**src/hw/tmr_pkg.sv**
```systemverilog
// constants, register map and state layout of the timer block control logic
// assumes one bus clock that also serves as the peripheral clock for the prescaler
package tmr_pkg;

  // ----------------------------------------------------------------
  // sizes
  // ----------------------------------------------------------------
  localparam int NUM_CH    = 3;
  localparam int CTR_WIDTH = 16;

  // ----------------------------------------------------------------
  // register offsets (channel registers repeat every CH_STRIDE)
  // ----------------------------------------------------------------
  localparam logic [7:0] CH_STRIDE  = 8'h40;
  localparam logic [7:0] OFF_STATUS = 8'h20;
  localparam logic [7:0] OFF_IEN    = 8'h24;
  localparam logic [7:0] OFF_IDIS   = 8'h28;
  localparam logic [7:0] OFF_MASK   = 8'h2C;
  localparam logic [7:0] OFF_CMD    = 8'hC0;
  localparam logic [7:0] OFF_ROUTE  = 8'hC4;
  localparam logic [7:0] OFF_FEAT   = 8'hF8;
  localparam logic [7:0] OFF_VER    = 8'hFC;

  // ----------------------------------------------------------------
  // field positions and fixed values
  // ----------------------------------------------------------------
  localparam int CMD_SYNC_BIT    = 0;
  localparam int ROUTE_LINE0_LSB = 0;
  localparam int ROUTE_LINE1_LSB = 2;
  localparam int ROUTE_LINE2_LSB = 4;
  localparam int FEAT_UPDN_BIT   = 8;
  localparam int FEAT_BRIDGE_BIT = 9;
  localparam logic [31:0] FEAT_VALUE = 32'h0000_0310;
  localparam logic [31:0] RESET_WORD = 32'h0000_0000;
  localparam logic [1:0]  HTRANS_NONSEQ = 2'h2;

  // ----------------------------------------------------------------
  // counter clock sources and routing choices
  // ----------------------------------------------------------------
  typedef enum logic [2:0] {
    SRC_SLOW_OSC = 3'h0,
    SRC_DIV2     = 3'h1,
    SRC_DIV8     = 3'h2,
    SRC_DIV32    = 3'h3,
    SRC_DIV128   = 3'h4,
    SRC_LINE0    = 3'h5,
    SRC_LINE1    = 3'h6,
    SRC_LINE2    = 3'h7
  } clk_src_e;

  localparam logic [1:0] ROUTE_PIN  = 2'h0;
  localparam logic [1:0] ROUTE_NONE = 2'h1;
  localparam logic [1:0] ROUTE_A    = 2'h2;
  localparam logic [1:0] ROUTE_B    = 2'h3;

  // ----------------------------------------------------------------
  // carriers
  // ----------------------------------------------------------------
  typedef struct packed {
    logic [31:0] haddr;
    logic [1:0]  htrans;
    logic        hwrite;
    logic [2:0]  hsize;
  } ahb_req_s;

  typedef struct packed {
    logic [NUM_CH-1:0][7:0] mask;
    logic [NUM_CH-1:0][7:0] status;
    logic [5:0]             route;
    logic [6:0]             presc;
    logic [2:0]             pin_s1;
    logic [2:0]             pin_s2;
    logic                   osc_s1;
    logic                   osc_s2;
    logic                   osc_s3;
    logic [2:0]             line_prev;
    logic                   dp_valid;
    logic                   dp_write;
    logic [7:0]             dp_addr;
    logic [NUM_CH-1:0]      trig;
    logic [NUM_CH-1:0]      tick;
    logic [31:0]            rdata;
  } state_s;

endpackage : tmr_pkg

```
**src/hw/timer_block_control_regs.sv**
```systemverilog
// block-level control of a three-channel timer: masks, status, sync, clock routing, ids
// assumes an AHB-Lite master on sys_clk_i and channel logic on the same clock
//
// Decided for this implementation: the AHB-Lite interface to the registers.
`timescale 1ns/1ps
`default_nettype none

// What this block does
// - writing one to an enable strobe bit sets that channel mask bit
// - writing one to a disable strobe bit clears that channel mask bit
// - mask register is read-only, resets to zero, one enables the source
// - command bit 0 written one triggers all three channels together; zero ignored
// - line two selector: pin two, none, channel 0 A, channel 1 A
// - line one selector: pin one, none, channel 0 A, channel 2 A
// - line zero selector: pin zero, none, channel 1 A, channel 2 A
// - capability bit 9 reads one for the bridge kind
// - capability bit 8 reads one; whole word is fixed
// - capability low byte reports the 16-bit counter width
// - revision word holds 12-bit version and reserved variant, no effect
// - each channel picks slow oscillator, bus clock by 2/8/32/128, or a line
// - one instance holds exactly three channels
// - register interface shares the bus clock with all channel logic
// - reading a channel status clears its flags and derived interrupt
module timer_block_control_regs #(
  parameter int          NUM_CH      = 3,
  parameter logic [11:0] VERSION_NUM = 12'h101, // arbitrary value
  parameter logic [3:0]  VARIANT_NUM = 4'h0     // arbitrary value
) (
  input  wire logic                   sys_clk_i,
  input  wire logic                   rst_i,
  input  wire logic                   hsel_i,
  input  wire tmr_pkg::ahb_req_s      ahb_req_i,
  input  wire logic [31:0]            hwdata_i,
  input  wire logic                   hready_i,
  output logic                        hreadyout_o,
  output logic                        hresp_o,
  output logic [31:0]                 hrdata_o,
  input  wire logic [NUM_CH-1:0][7:0] chan_event_i,
  input  wire logic [NUM_CH-1:0]      chan_out_a_i,
  input  wire logic [NUM_CH-1:0][2:0] chan_clk_sel_i,
  input  wire logic [2:0]             pin_clk_i,
  input  wire logic                   slow_osc_i,
  output logic [NUM_CH-1:0]           sw_trigger_o,
  output logic [NUM_CH-1:0]           chan_tick_o,
  output logic [NUM_CH-1:0]           chan_irq_o,
  output logic                        irq_o
);

  // ----------------------------------------------------------------
  // elaboration check
  // ----------------------------------------------------------------
  // routing and decode are hard-wired for three channels
  if (NUM_CH != tmr_pkg::NUM_CH)
  begin : g_bad_ch
    $error("NUM_CH must be 3");
  end

  // ----------------------------------------------------------------
  // state
  // ----------------------------------------------------------------
  tmr_pkg::state_s st_q;
  tmr_pkg::state_s st_d;

  logic              acc;
  logic              rd_acc;
  logic [7:0]        a_addr;
  logic              wr_cmd;
  logic              wr_route;
  logic [NUM_CH-1:0] wr_ien;
  logic [NUM_CH-1:0] wr_idis;
  logic [NUM_CH-1:0] rd_stat;
  logic [2:0]        line;
  logic [7:0]        src_tick;

  function automatic logic route_pick(input logic [1:0] s,
                                      input logic       pin,
                                      input logic       a,
                                      input logic       b);
    logic r;
    r = 1'b0;
    case (s)
      tmr_pkg::ROUTE_PIN:  r = pin;
      tmr_pkg::ROUTE_NONE: r = 1'b0;
      tmr_pkg::ROUTE_A:    r = a;
      tmr_pkg::ROUTE_B:    r = b;
      default:             r = 1'b0;
    endcase
    return r;
  endfunction : route_pick

  // ----------------------------------------------------------------
  // bus decode
  // ----------------------------------------------------------------
  // zero wait states: read data is fetched at the address phase
  assign acc    = hsel_i && hready_i && ahb_req_i.htrans == tmr_pkg::HTRANS_NONSEQ;
  assign rd_acc = acc && !ahb_req_i.hwrite;
  assign a_addr = ahb_req_i.haddr[7:0];
  assign wr_cmd   = st_q.dp_valid && st_q.dp_write && st_q.dp_addr == tmr_pkg::OFF_CMD;
  assign wr_route = st_q.dp_valid && st_q.dp_write && st_q.dp_addr == tmr_pkg::OFF_ROUTE;

  for (genvar c = 0; c < NUM_CH; c++)
  begin : g_dec
    localparam logic [7:0] BASE = 8'(c * tmr_pkg::CH_STRIDE);
    assign wr_ien[c]  = st_q.dp_valid && st_q.dp_write && st_q.dp_addr == BASE + tmr_pkg::OFF_IEN;
    assign wr_idis[c] = st_q.dp_valid && st_q.dp_write && st_q.dp_addr == BASE + tmr_pkg::OFF_IDIS;
    assign rd_stat[c] = rd_acc && a_addr == BASE + tmr_pkg::OFF_STATUS;
  end

  // ----------------------------------------------------------------
  // clock routing and sources
  // ----------------------------------------------------------------
  assign line[0] = route_pick(st_q.route[tmr_pkg::ROUTE_LINE0_LSB +: 2],
                              st_q.pin_s2[0], chan_out_a_i[1], chan_out_a_i[2]);
  assign line[1] = route_pick(st_q.route[tmr_pkg::ROUTE_LINE1_LSB +: 2],
                              st_q.pin_s2[1], chan_out_a_i[0], chan_out_a_i[2]);
  assign line[2] = route_pick(st_q.route[tmr_pkg::ROUTE_LINE2_LSB +: 2],
                              st_q.pin_s2[2], chan_out_a_i[0], chan_out_a_i[1]);

  // sources become one-cycle ticks so channels never run on a derived clock
  always_comb
  begin
    src_tick                        = 8'h00;
    src_tick[tmr_pkg::SRC_SLOW_OSC] = st_q.osc_s2 && !st_q.osc_s3;
    src_tick[tmr_pkg::SRC_DIV2]     = st_q.presc[0];
    src_tick[tmr_pkg::SRC_DIV8]     = &st_q.presc[2:0];
    src_tick[tmr_pkg::SRC_DIV32]    = &st_q.presc[4:0];
    src_tick[tmr_pkg::SRC_DIV128]   = &st_q.presc[6:0];
    src_tick[tmr_pkg::SRC_LINE0]    = line[0] && !st_q.line_prev[0];
    src_tick[tmr_pkg::SRC_LINE1]    = line[1] && !st_q.line_prev[1];
    src_tick[tmr_pkg::SRC_LINE2]    = line[2] && !st_q.line_prev[2];
  end

  // ----------------------------------------------------------------
  // next state
  // ----------------------------------------------------------------
  always_comb
  begin
    st_d           = st_q;
    st_d.pin_s1    = pin_clk_i;
    st_d.pin_s2    = st_q.pin_s1;
    st_d.osc_s1    = slow_osc_i;
    st_d.osc_s2    = st_q.osc_s1;
    st_d.osc_s3    = st_q.osc_s2;
    st_d.line_prev = line;
    st_d.presc     = st_q.presc + 7'h01;
    st_d.dp_valid  = acc;
    st_d.dp_write  = ahb_req_i.hwrite;
    st_d.dp_addr   = a_addr;
    st_d.trig      = '0;
    st_d.rdata     = tmr_pkg::RESET_WORD;
    for (int c = 0; c < NUM_CH; c++)
    begin
      st_d.tick[c] = src_tick[chan_clk_sel_i[c]];
      if (wr_ien[c])
      begin
        st_d.mask[c] = st_q.mask[c] | hwdata_i[7:0];
      end
      if (wr_idis[c])
      begin
        st_d.mask[c] = st_q.mask[c] & ~hwdata_i[7:0];
      end
      // an event in the clearing cycle survives the read
      st_d.status[c] = (rd_stat[c] ? 8'h00 : st_q.status[c]) | chan_event_i[c];
    end
    if (wr_cmd && hwdata_i[tmr_pkg::CMD_SYNC_BIT])
    begin
      st_d.trig = '1;
    end
    if (wr_route)
    begin
      st_d.route = hwdata_i[5:0];
    end
    if (rd_acc)
    begin
      case (a_addr)
        tmr_pkg::OFF_ROUTE: st_d.rdata = {26'h0000000, st_q.route};
        tmr_pkg::OFF_FEAT:  st_d.rdata = tmr_pkg::FEAT_VALUE;
        tmr_pkg::OFF_VER:   st_d.rdata = {12'h000, VARIANT_NUM, 4'h0, VERSION_NUM};
        default:
        begin
          for (int c = 0; c < NUM_CH; c++)
          begin
            if (a_addr == 8'(c * tmr_pkg::CH_STRIDE) + tmr_pkg::OFF_STATUS)
            begin
              st_d.rdata = {24'h000000, st_q.status[c]};
            end
            if (a_addr == 8'(c * tmr_pkg::CH_STRIDE) + tmr_pkg::OFF_MASK)
            begin
              st_d.rdata = {24'h000000, st_q.mask[c]};
            end
          end
        end
      endcase
    end
  end

  // ----------------------------------------------------------------
  // registers
  // ----------------------------------------------------------------
  // the bus clock is this block's only clock
  always_ff @(posedge sys_clk_i)
  begin
    if (rst_i)
    begin
      st_q <= '0;
    end
    else
    begin
      st_q <= st_d;
    end
  end

  // ----------------------------------------------------------------
  // outputs
  // ----------------------------------------------------------------
  assign hreadyout_o  = 1'b1;
  assign hresp_o      = 1'b0;
  assign hrdata_o     = st_q.rdata;
  assign sw_trigger_o = st_q.trig;
  assign chan_tick_o  = st_q.tick;

  for (genvar c = 0; c < NUM_CH; c++)
  begin : g_irq
    assign chan_irq_o[c] = |(st_q.status[c] & st_q.mask[c]);
  end
  assign irq_o = |chan_irq_o;

  // ----------------------------------------------------------------
  // assertions
  // ----------------------------------------------------------------
  a_ien_sets_mask: assert property (
    @(posedge sys_clk_i) disable iff (rst_i)
    wr_ien[0] |=> (st_q.mask[0] & $past(hwdata_i[7:0])) == $past(hwdata_i[7:0]))
    else $error("enable strobe did not set mask");

  a_idis_clears_mask: assert property (
    @(posedge sys_clk_i) disable iff (rst_i)
    wr_idis[1] |=> (st_q.mask[1] & $past(hwdata_i[7:0])) == 8'h00)
    else $error("disable strobe did not clear mask");

  a_mask_reset_zero: assert property (
    @(posedge sys_clk_i)
    rst_i |=> st_q.mask == '0 && !irq_o)
    else $error("mask not zero after reset");

  a_sync_all_chan: assert property (
    @(posedge sys_clk_i) disable iff (rst_i)
    wr_cmd |=> sw_trigger_o == {NUM_CH{$past(hwdata_i[tmr_pkg::CMD_SYNC_BIT])}} ##1 (sw_trigger_o == '0 || $past(wr_cmd)))
    else $error("sync trigger wrong");

  a_line2_route: assert property (
    @(posedge sys_clk_i) disable iff (rst_i)
    st_q.route[5:4] == tmr_pkg::ROUTE_B |-> line[2] == chan_out_a_i[1])
    else $error("line two routing wrong");

  a_line1_route: assert property (
    @(posedge sys_clk_i) disable iff (rst_i)
    st_q.route[3:2] == tmr_pkg::ROUTE_NONE |-> !line[1])
    else $error("line one routing wrong");

  a_line0_route: assert property (
    @(posedge sys_clk_i) disable iff (rst_i)
    st_q.route[1:0] == tmr_pkg::ROUTE_A |-> line[0] == chan_out_a_i[1])
    else $error("line zero routing wrong");

  a_bridge_bit: assert property (
    @(posedge sys_clk_i) disable iff (rst_i)
    rd_acc && a_addr == tmr_pkg::OFF_FEAT |=> hrdata_o[tmr_pkg::FEAT_BRIDGE_BIT])
    else $error("bridge bit not one");

  a_feature_word: assert property (
    @(posedge sys_clk_i) disable iff (rst_i)
    rd_acc && a_addr == tmr_pkg::OFF_FEAT |=> hrdata_o == 32'h0000_0310)
    else $error("feature word wrong");

  a_width_field: assert property (
    @(posedge sys_clk_i) disable iff (rst_i)
    rd_acc && a_addr == tmr_pkg::OFF_FEAT |=> hrdata_o[7:0] == 8'h10)
    else $error("counter width wrong");

  a_version_word: assert property (
    @(posedge sys_clk_i) disable iff (rst_i)
    rd_acc && a_addr == tmr_pkg::OFF_VER |=> hrdata_o[31:20] == 12'h000 && hrdata_o[11:0] == VERSION_NUM)
    else $error("version word wrong");

  a_div2_tick: assert property (
    @(posedge sys_clk_i) disable iff (rst_i)
    (chan_clk_sel_i[0] == tmr_pkg::SRC_DIV2) [*3] |-> chan_tick_o[0] != $past(chan_tick_o[0]))
    else $error("div2 tick not alternating");

  a_status_rd_clear: assert property (
    @(posedge sys_clk_i) disable iff (rst_i)
    rd_stat[0] && chan_event_i[0] == 8'h00 |=> st_q.status[0] == 8'h00 && !chan_irq_o[0])
    else $error("status read did not clear");

  a_irq_level: assert property (
    @(posedge sys_clk_i) disable iff (rst_i)
    chan_event_i[2] != 8'h00 && !rd_stat[2] |=> chan_irq_o[2] == |($past(chan_event_i[2]) & st_q.mask[2]) || chan_irq_o[2])
    else $error("channel interrupt level wrong");

endmodule : timer_block_control_regs

`default_nettype wire

```
**config.mk**
```make
export PLATFORM = sky130hd
export DESIGN_NAME = timer_block_control_regs
export DESIGN_NICKNAME = d
export VERILOG_FILES = /design/src/hw/tmr_pkg.sv /design/src/hw/timer_block_control_regs.sv
export SDC_FILE = /design/constraint.sdc
export NUM_CORES = 1
export LEC_CHECK = 0
export BUFFER_PORTS_ARGS = -buffer_cell sky130_fd_sc_hd__buf_2
export CORE_MARGIN = 10
export CORE_UTILIZATION = 44
export DETAILED_ROUTE_END_ITERATION = 8
export GPL_TIMING_DRIVEN = 0
export PLACE_DENSITY = 0.74
export SKIP_LAST_GASP = 1
export SLEW_MARGIN = 20
export SYNTH_ARGS = -nofsm -noshare
export SYNTH_HDL_FRONTEND = slang
export SYNTH_SLANG_ARGS = --single-unit
export TNS_END_PERCENT = 30
```
**constraint.sdc**
```tcl
create_clock -name sys_clk_i -period 1.7 [get_ports sys_clk_i]
set_clock_uncertainty 0.15 [all_clocks]
set_input_delay 0.17 -clock sys_clk_i [delete_from_list [all_inputs] [get_ports sys_clk_i]]
set_output_delay 0.17 -clock sys_clk_i [all_outputs]
set_load 0.01 [all_outputs]
```
Yosys cells after proc, flatten, opt, wreduce, memory -nomap -nowiden:

Cells that the tools add are included.

* bits in registers: 121
* output and inout bits: 44
* logic and storage cells: 130

* add/sub/neg operators: 1
* magnitude comparators: 3
* equal/unequal tests: 27
* muxes and demuxes: 26
* bitwise operators: 14
* reductions and logical operators: 39

Operators with widths (number)
* two-way mux 32 bit: 5
* case mux 32 bit (3 select lines): 1
* two-way mux 8 bit: 10
* equality test 8 bit, second input constant: 9
* AND 8 bit: 6
* bitwise OR 8 bit: 6
* equality test 8 x 6 -> 1 bit, second input constant: 4
* equality test 8 x 7 -> 1 bit, second input constant: 4
* OR reduction 24 bit: 1
* OR reduction 8 bit: 3
* logical AND 1 bit: 20
* equality test 2 bit, second input constant: 7
* < comparator 3 x 4 -> 1 bit, second input constant: 3
* case mux 1 bit (4 select lines): 3
* binary-select mux 1 bit (select 3 bit): 3
* NOT 8 bit: 1
* adder 7 x 1 -> 7 bit, second input constant: 1
* AND reduction 7 bit: 1
* equality test 2 x 1 -> 1 bit, second input constant: 3
* zero test 2 bit: 3
* nonzero test 2 bit: 3
* zero test 1 bit: 5
* AND reduction 5 bit: 1
* two-way mux 1 bit: 3
* 4 further kinds: 4

Longest topological paths before layout:

Gate-level depths: netlist (run 1).

* word-level depth: 8
* depth in mapped cells: 7

Worst setup path before layout (run 1):

No wires, ideal clock.

* path kind: input to register
* start: input port ahb_req_i[9] (netlist bit)
* end: register st_q[81] (netlist bit)
* library setup time: 126 ps
* data arrival time: 1493 ps
* data required time: 1424 ps
* path slack: -69 ps
* cell stages on the path: 6
* path buffers: 1
* cell sequence: buf_2 > or4_4 > nor3_4 > a31oi_4 > nand2_1 > o21ai_1

* word-level cells in the longest chain between the ends: 4

RTL lines
* from (decl): RTL line timer_block_control_regs.sv:32 `input wire tmr_pkg::ahb_req_s ahb_req_i,`
* equality test 8 x 7 -> 1 bit: RTL line timer_block_control_regs.sv:106 `assign rd_stat[c] = rd_acc && a_addr == BASE + tmr_pkg::OFF_STATUS;`
* logical AND 1 bit: RTL line timer_block_control_regs.sv:106
* two-way mux 8 bit: RTL line timer_block_control_regs.sv:163 `st_d.status[c] = (rd_stat[c] ? 8'h00 : st_q.status[c]) | chan_event_i[c];`
* bitwise OR 8 bit: RTL line timer_block_control_regs.sv:163
* to (signal assigned): RTL line timer_block_control_regs.sv:209 `st_q <= st_d;`
* to (decl): RTL line timer_block_control_regs.sv:61 `tmr_pkg::state_s st_q;`

No other way between the ends.
A chain may end at the register's enable or synchronous reset.

==> flow_metrics.py, run 1 <==
metrics = {
    "drt": {
        "routed_wl_mm": 14.5,
        "drc_errors": 0,
        "drtPass1Iterations": 5,
        "final_antenna_net_count": 0,
        "vias": 4515,
        "viasPerCell": 5.43,
        "wl_per_cell_um": 17.5,
        "drtIter0Drc": 401,
    },
    "die": {
        "start_util_pct": 44.9,
        "io_pins": 158,
        "die-area_um2": 14900,
        "chipWidth_um": 122,
        "core_um2": 10200,
        "fp-row-count": 37,
        "dieHeight_um": 122,
    },
    "power": {
        "finalPower_mw": 4.49,
        "ir_worst_vdd_mv": 0.396,
        "p_leak_nw": 2.60,
        "cellPowerDensity_nw_per_um2": 727,
    },
    "sta": {
        "final.setup.tns_ps": -2050,
        "finalWorstSetupSlack_ps": -261,
        "final-hold-violation-count": 0,
        "drv_slew": 0,
        "setup-violations-final": 28,
        "period_needed_ps": 1960,
        "post-route-period-util_pct": 115,
        "relSlewSlack_pct": 52.0,
        "worst_pin_slew_ps": 720,
        "max_freq_mhz": 510,
        "rsz0062_at_grt": "yes",
    },
    "hold_path": {
        "min_path_type": "in -> reg",
        "min_from": "chan_clk_sel_i[5]",
        "min_to": "chan_tick_o[1]$_SDFF_PP0_",
        "min_path_cells": 3,
    },
    "critical_path": {
        "crit_path_end_kind": "output port",
        "reg2reg_depth": 7,
        "rr_startpoint": "st_q[39]$_SDFF_PP0_",
        "critPathArrivalTime_ps": 1640,
        "critPathKind": "reg -> out",
        "cp_max_fo": 3,
        "r2r_slack_ps": -190,
        "start_kind": "register",
        "worst_ep_required_time_ps": 1380,
    },
    "layout": {
        "diodes": 0,
        "final.fill_count": 866,
        "drive_gt1_share_pct": 30.3,
        "multi_input_area_um2": 2380,
        "nNetsFinal": 806,
        "register_area_um2": 1990,
        "fin_util_pct": 60.3,
        "area_delta_synth_final_pct": 34.3,
    },
    "clock_network": {
        "cts_tree": "built",
        "clock_latency_ps": 380,
        "htreeDepth": 3,
        "numClockSinks": 97,
        "clock_path_buffers": 2,
        "root_buffer": "clkbuf_8",
        "cts_buffers": 9,
        "clkTransAtPathRegs_ps": 120,
    },
    "grt": {
        "grt_overflow": 0,
        "grt_pass1_wl_mm": 22.5,
        "track_usage_pct": 18.9,
        "grt_antenna_before_repair": 0,
        "grt_pass1_vias": 4438,
        "grt_max_degree": 21,
    },
    "logic_synthesis": {
        "synth_commonest_cells": "97 x dfxtp_1, 55 x nor2_1, 40 x a21oi_1, 40 x buf_4, 32 x nand2_1",
        "synth_area_leaders": "dfxtp_1 42%, buf_4 6.5%, nor2_1 4.5%, a21oi_1 4.4%, nor2b_1 3.0%",
        "ys_ff_latch": 97,
        "synth_warnings": 0,
        "synth-edff-count": 0,
        "syn_area_per_cell_um2": 8.74,
        "yosysTopAreaCell": "dfxtp_1",
        "synthCells": 526,
        "synth_most_common_cell": "dfxtp_1",
        "synthFlopType": "dfxtp_1",
        "ys_types": 59,
        "synth_top_area_share_pct": 42.2,
        "async_flop_share_pct": 0,
        "syn_area_um2": 4600,
        "seq_area_frac_synth_pct": 42.2,
    },
    "status": {
        "violations": "negative setup slack",
        "status": "finished with violations",
    },
    "placed_design": {
        "gp_congestion": 0.914,
        "dp_hpwl_mm": 10.5,
        "port_buffers": 77,
    },
    "run": {
        "maxCapViolCount": 0,
    },
}
## worst max-delay path by stage
stage	startpoint	to	slack (ps)
finish	register	irq_o	-260
global route	register	irq_o	-310
CTS	register	irq_o	-260
detailed placement	ahb_req_i[8]	st_q[85]$_SDFF_PP0_	-270
global placement	ahb_req_i[8]	st_q[78]$_SDFF_PP0_	-270
floorplan	ahb_req_i[8]	st_q[81]$_SDFF_PP0_	-50
## per-layer routing
| layer | up-vias | global-route usage, % | part of all wire, % |
|---|---|---|---|
| li1 | 2161 | - | - |
| met1 | 2117 | 21.9 | 40 |
| met2 | 201 | 32.8 | 49 |
| met3 | 36 | 4.09 | 7.4 |
| met4 | 0 | 8.47 | 3.6 |
| met5 | - | 0 | 0 |
## layout by cell type (no fill, tap or decap), drive strengths merged, types with 5 or more instances in the layout
cell	count
o221ai	8
nand3	9
inv	25
dfxtp	97
or3	5
nor2b	22
conb	24
o2bb2ai	8
a22oi	14
nor2	55
a211oi	16
nor3b	14
clkbuf	23
mux2i	11
a21oi	40
o21ai	26
nand2	33
a311oi	9
nor3	9
nand4	5
dlygate4sd3	46
buf	137
## power breakdown
group,internal [mW],total [mW],switching (mW)
Combinational,0.270,0.551,0.281
Clock,0.592,1.52,0.926
Sequential,2.35,2.42,0.0701
## cell families after synthesis
family                     share of synthesized area, %
AOI/OAI and AO/OA                                  22.6
xor gates and xnor gates                          0.762
adders and majority gates                         0.272
buffers and inverters                              10.5
DFF                                                42.2
muxes                                              2.40
other                                             0.163
and+or+nand+nor                                    21.0
## critical path, cell delays in order, from the launching register on
cell and delay (ps):
dfxtp_2 370, a22oi_1 190, nand4_1 170, or3_1 390
buf_2 150
## cell type report
class,instances,share of cell area (%)
inverter,21,1.28
clock inverter,7,1.34
multi-input combinational,365,38.6
timing repair buffer,134,15.2
sequential,97,32.2
buffer,63,6.73
tap,136,2.76
clock buffer,9,2.01
## what timing repair did
item | CTS | global route
endpoints found under the hold margin | 54 | 0
endpoints found under the setup margin | 35 | 41
pin swaps | 4 | 13
gates resized for setup | 12 | 50
buffers inserted | 4 | 7
hold buffers | 46 | 0
## stage by stage
step | worst slack, ps | hold slack, ps | area, um^2 | cells
floorplan | -54.1 | 130 | 4690 | 548
global placement | -274 | 225 | 5250 | 761
detailed placement | -266 | 240 | 5250 | 761
CTS | -264 | 0.792 | 5980 | 826
global route | -311 | 14.6 | 6170 | 832
finish | -261 | 4.89 | 6170 | 832
(Power assumes the default switching activity.)
==> run 2, diff against run 1 <==
--- a/config.mk
+++ b/config.mk
@@ -11,6 +11,7 @@
 export DETAILED_ROUTE_END_ITERATION = 8
 export GPL_TIMING_DRIVEN = 0
 export PLACE_DENSITY = 0.74
+export SETUP_SLACK_MARGIN = 0.3
 export SKIP_LAST_GASP = 1
 export SLEW_MARGIN = 20
 export SYNTH_ARGS = -nofsm -noshare
==> constraint.sdc (replaced) <==
create_clock -name sys_clk_i -period 1.7 [get_ports sys_clk_i]
set_clock_uncertainty 0.15 [all_clocks]
set_input_delay 0.34 -clock sys_clk_i [delete_from_list [all_inputs] [get_ports sys_clk_i]]
set_output_delay 0.34 -clock sys_clk_i [all_outputs]
set_load 0.01 [all_outputs]
==> run 2 against run 1 <==
  * The run ends with negative hold slack, negative setup slack left
  * Via count rose by 2.7%
  * Clock-buffer cell count did not move
  * Die area stayed put
  * First-iteration DRC count increased by 18%
  * Sequential share of layout area fell by 1.3 points
  * Clock power rose by 9%
  * Core utilization grew 3.0 points
  * Largest cell class unchanged
  * Largest power group unchanged
  * Highest routed layer unchanged
==> flow_metrics.py, run 2 (same netlist as run 1, synthesis figures left out) <==
metrics = {
    "clock_network": {
        "clkTransAtPathRegs_ps": 110,
        "htreeDepth": 3,
        "root_buffer": "clkbuf_8",
        "clock_path_buffers": 2,
        "numClockSinks": 97,
        "cts_buffers": 9,
        "clock_latency_ps": 400,
        "cts_tree": "built",
    },
    "layout": {
        "instances_no_fill": 821,
        "final_cell_mix": "76 x buf_2, 70 x buf_4, 59 x dfxtp_1",
        "drive_gt1_share_pct": 44.8,
        "layout_commonest_cell": "buf_2",
        "final.fill_count": 826,
        "diodes": 0,
        "multi_input_area_um2": 2730,
        "area_delta_synth_final_pct": 40.9,
        "register_area_um2": 2000,
        "fin_util_pct": 63.3,
        "nNetsFinal": 795,
    },
    "die": {
        "die-area_um2": 14900,
        "chipWidth_um": 122,
        "start_util_pct": 44.9,
        "core_um2": 10200,
        "dieHeight_um": 122,
        "fp-row-count": 37,
        "io_pins": 158,
    },
    "sta": {
        "drv_slew": 0,
        "relSlewSlack_pct": 53.5,
        "period_needed_ps": 2130,
        "rsz0062_at_grt": "yes",
        "setup-violations-final": 24,
        "post-route-period-util_pct": 125,
        "worst_pin_slew_ps": 698,
        "whs_ps": -3.92,
        "finalWorstSetupSlack_ps": -433,
        "final.setup.tns_ps": -2030,
        "max_freq_mhz": 469,
        "final-hold-violation-count": 1,
    },
    "placed_design": {
        "port_buffers": 77,
        "dp_hpwl_mm": 10.3,
        "gp_congestion": 0.998,
        "placed_cells": 761,
        "dp_slack_ps": -448,
    },
    "status": {
        "status": "finished with violations",
        "violations": "negative hold slack, negative setup slack",
    },
    "grt": {
        "grt_pass1_wl_mm": 22.4,
        "grt_overflow": 0,
        "grt_pass1_vias": 4534,
        "track_usage_pct": 18.7,
        "grt_max_degree": 20,
        "grt_antenna_before_repair": 0,
    },
    "critical_path": {
        "crit_path_end_kind": "output port",
        "rr_startpoint": "st_q[38]$_SDFF_PP0_",
        "critPathArrivalTime_ps": 1640,
        "start_kind": "register",
        "worst_ep_required_time_ps": 1210,
        "cp_max_fo": 3,
        "critPathKind": "reg -> out",
        "reg2reg_depth": 7,
        "r2r_slack_ps": -180,
    },
    "hold_path": {
        "min_path_cells": 2,
        "min_path_type": "in -> reg",
        "min_from": "pin_clk_i[1]",
        "min_to": "st_d[55]$_SDFF_PP0_",
    },
    "drt": {
        "routed_wl_mm": 15.4,
        "viasPerCell": 5.65,
        "drtIter0Drc": 473,
        "wl_per_cell_um": 18.8,
        "drtPass1Iterations": 5,
        "drc_errors": 0,
        "final_antenna_net_count": 0,
        "vias": 4639,
    },
    "power": {
        "p_leak_nw": 2.73,
        "cellPowerDensity_nw_per_um2": 714,
        "ir_worst_vdd_mv": 0.523,
    },
    "run": {
        "maxCapViolCount": 0,
    },
}
run 2: cell types whose count changed in the layout (fill, tap and decap cells not counted), moves of 8 or more:
cell           before  now
dfxtp_2            20   35
a21oi_2             0    9
dfxtp_1            72   59
a21oi_1            40   28
dlygate4sd3_1      46    2
nor3b_4             4   12
buf_4              50   70
buf_6               3   14
run 2: layer usage:
layer	wire length (um)	GRT usage [%]	up-vias	share of wire, %
met2	7370	32.3	290	48
met4	829	10.6	0	5.4
met3	1560	4.91	83	10
met1	5650	20.5	2127	37
met5	0	0	-	0
li1	-	-	2139	-
run 2: worst max path at each step:
stage,end,depth (start not counted),from,slack [ps]
floorplan,st_q[81]$_SDFF_PP0_,6,ahb_req_i[8],-220
global placement,st_q[76]$_SDFF_PP0_,6,ahb_req_i[8],-430
detailed placement,st_q[90]$_SDFF_PP0_,6,ahb_req_i[8],-450
CTS,irq_o,4,register,-410
global route,irq_o,4,register,-490
finish,irq_o,4,register,-430
run 2: report_power, final:
| part | switching, mW | internal [mW] | leakage, nW |
|---|---|---|---|
| logic | 0.306 | 0.241 | 1.81 |
| clock network | 0.926 | 0.724 | 0.110 |
| registers | 0.0720 | 2.36 | 0.811 |
| total | 1.30 | 3.32 | 2.73 |
run 2: area by class of cell:
| class | count | area share (%) |
|---|---|---|
| Clock inverter | 7 | 1.43 |
| Buffer | 65 | 7.19 |
| Inverter | 21 | 1.28 |
| Multi-Input combinational cell | 365 | 42.1 |
| Timing Repair Buffer | 121 | 12.6 |
| Tap cell | 136 | 2.63 |
| Sequential cell | 97 | 30.8 |
| Clock buffer | 9 | 1.91 |
run 2: through the flow:
stage	cell area, um^2	power (mW)
floorplan	4690	2.73
global placement	5250	2.90
detailed placement	5250	2.91
CTS	5960	4.54
global route	6480	4.77
finish	6480	4.62
run 2: critical path, stage by stage, from the launching register on:
cell and delay, ps:
dfxtp_2 360, a22oi_1 170, nand4_1 220, or3_1 350, buf_2 150
run 2: what timing repair did:
item,in CTS,in global routing
cloned,1,0
resized for setup,72,100
pin swaps,32,39
hold buffers,2,0
hold endpoints to repair,2,0
setup buffers,21,20
setup endpoints to repair,95,112
==> run 3, diff against run 2 <==
--- a/config.mk
+++ b/config.mk
@@ -11,6 +11,7 @@
 export DETAILED_ROUTE_END_ITERATION = 8
 export GPL_TIMING_DRIVEN = 0
 export PLACE_DENSITY = 0.74
+export RECOVER_POWER = 100
 export SETUP_SLACK_MARGIN = 0.3
 export SKIP_LAST_GASP = 1
 export SLEW_MARGIN = 20
==> run 3 against run 2 <==
  * Flip-flop and latch count unchanged
  * Largest cell class unchanged
  * Critical endpoint unchanged
  * Sequential power about the same
  * The flow still finishes with violations (negative hold slack, negative setup slack)
  * Highest routed layer unchanged
  * Clock-buffer cell count unchanged
==> flow_metrics.py, run 3 (same netlist as run 1, synthesis figures left out) <==
metrics = {
    "layout": {
        "final_cell_mix": "70 x buf_4, 63 x buf_2, 59 x dfxtp_1",
        "diodes": 0,
        "register_area_um2": 2000,
        "fin_area_um2": 6450,
        "nNetsFinal": 795,
        "multi_input_area_um2": 2720,
        "area_delta_synth_final_pct": 40.4,
        "drive_gt1_share_pct": 42.6,
        "layout_commonest_cell": "buf_4",
        "instances_no_fill": 821,
        "final.fill_count": 836,
    },
    "clock_network": {
        "clock_path_buffers": 2,
        "cts_buffers": 9,
        "clkTransAtPathRegs_ps": 110,
        "numClockSinks": 97,
        "root_buffer": "clkbuf_8",
        "htreeDepth": 3,
        "cts_tree": "built",
        "clock_latency_ps": 390,
    },
    "sta": {
        "setup-violations-final": 22,
        "rsz0062_at_grt": "yes",
        "relSlewSlack_pct": 52.8,
        "final-hold-violation-count": 1,
        "drv_slew": 0,
        "post-route-period-util_pct": 125,
        "worst_pin_slew_ps": 707,
        "whs_ps": -0.934,
        "period_needed_ps": 2130,
        "finalWorstSetupSlack_ps": -427,
        "max_freq_mhz": 470,
    },
    "hold_path": {
        "min_path_cells": 2,
        "min_path_type": "in -> reg",
        "min_to": "st_d[55]$_SDFF_PP0_",
        "min_from": "pin_clk_i[1]",
    },
    "power": {
        "cellPowerDensity_nw_per_um2": 716,
        "p_leak_nw": 2.67,
        "ir_worst_vdd_mv": 0.522,
        "finalPower_mw": 4.62,
    },
    "grt": {
        "grt_max_degree": 20,
        "grt_antenna_before_repair": 0,
        "grt_pass1_vias": 4534,
        "grt_pass1_wl_mm": 22.4,
        "grt_overflow": 0,
        "track_usage_pct": 18.7,
    },
    "drt": {
        "drc_errors": 0,
        "drtPass1Iterations": 5,
        "vias": 4599,
        "final_antenna_net_count": 0,
        "viasPerCell": 5.60,
        "wl_per_cell_um": 18.8,
        "routed_wl_mm": 15.4,
        "drtIter0Drc": 486,
    },
    "placed_design": {
        "dp_hpwl_mm": 10.3,
        "placed_cells": 761,
        "gp_congestion": 0.998,
        "dp_slack_ps": -448,
        "port_buffers": 77,
        "dpl_cell_area_um2": 5250,
    },
    "die": {
        "start_util_pct": 44.9,
        "io_pins": 158,
        "fp-row-count": 37,
        "core_um2": 10200,
        "die-area_um2": 14900,
        "chipWidth_um": 122,
        "dieHeight_um": 122,
    },
    "critical_path": {
        "path_cells": "a22oi_1 > nand4_1 > or3_1 > buf_2",
        "cp_max_fo": 3,
        "crit_slowest_cell": "dfxtp_2",
        "start_kind": "register",
        "worst-path-buf-inv": 1,
        "reg2reg_depth": 7,
        "critPathKind": "reg -> out",
        "worst_ep_required_time_ps": 1210,
        "cpPeakStageDelay_ps": 360,
        "crit_path_end_kind": "output port",
        "r2r_slack_ps": -170,
        "rr_startpoint": "st_q[38]$_SDFF_PP0_",
        "cp_top_family": "simple AND/OR/NAND/NOR gates",
        "critPathArrivalTime_ps": 1640,
    },
    "status": {
        "violations": "negative hold slack, negative setup slack",
        "status": "finished with violations",
    },
    "run": {
        "maxCapViolCount": 0,
    },
}
==> run 3: cell count changes in the layout (fill, tap and decap cells not counted) <==
cell	before	now
clkbuf_1	11	25
buf_2	76	63
buf_1	4	3
nand2_1	30	31
nand2_2	2	1
or3_1	4	5
or3_4	1	0
==> run 3: final cells by class <==
cell class	count	share of cell area (%)
Sequential cell	97	30.9
Clock inverter	7	1.43
Buffer	65	7.21
Clock buffer	9	1.92
Multi-Input combinational cell	365	42.2
Timing Repair Buffer	121	12.4
Tap cell	136	2.64
Inverter	21	1.28
==> run 3: what timing repair did <==
action / 4_1_cts / 5_1_grt
endpoints found under the hold margin: 2 / 0
endpoints found under the setup margin: 95 / 112
resized for setup: 72 / 100
pin swaps: 32 / 39
cloned: 1 / 0
hold buffers: 2 / 0
setup buffers: 21 / 20
==> run 3: how the worst max path moves through the flow <==
stage,from,to,slack [ps],depth (start not counted)
final,register,irq_o,-430,4
after global routing,register,irq_o,-490,4
after CTS,register,irq_o,-410,4
after detailed placement,ahb_req_i[8],st_q[90]$_SDFF_PP0_,-450,6
after global placement,ahb_req_i[8],st_q[76]$_SDFF_PP0_,-430,6
after floorplan,ahb_req_i[8],st_q[81]$_SDFF_PP0_,-220,6
==> run 3: stage by stage <==
step	util, %	TNS [ps]
6_report	63.1	-1960
5_1_grt	63.1	-4100
4_1_cts	58.3	-1700
3_5_place_dp	51.3	-20370
3_3_place_gp	51.3	-17770
2_1_floorplan	-	-5840
==> run 3: layer usage <==
layer	wire length (um)	up-vias	GRT usage, %
met3	1560	81	4.91
met4	843	0	10.6
met2	7340	277	32.3
li1	-	2140	-
met5	0	-	0
met1	5690	2101	20.5
==> run 3: power by group <==
group          switching, mW  total, mW  internal, mW
sequential            0.0729       2.43          2.36
combinational          0.307      0.547         0.240
clock                  0.918       1.64         0.724
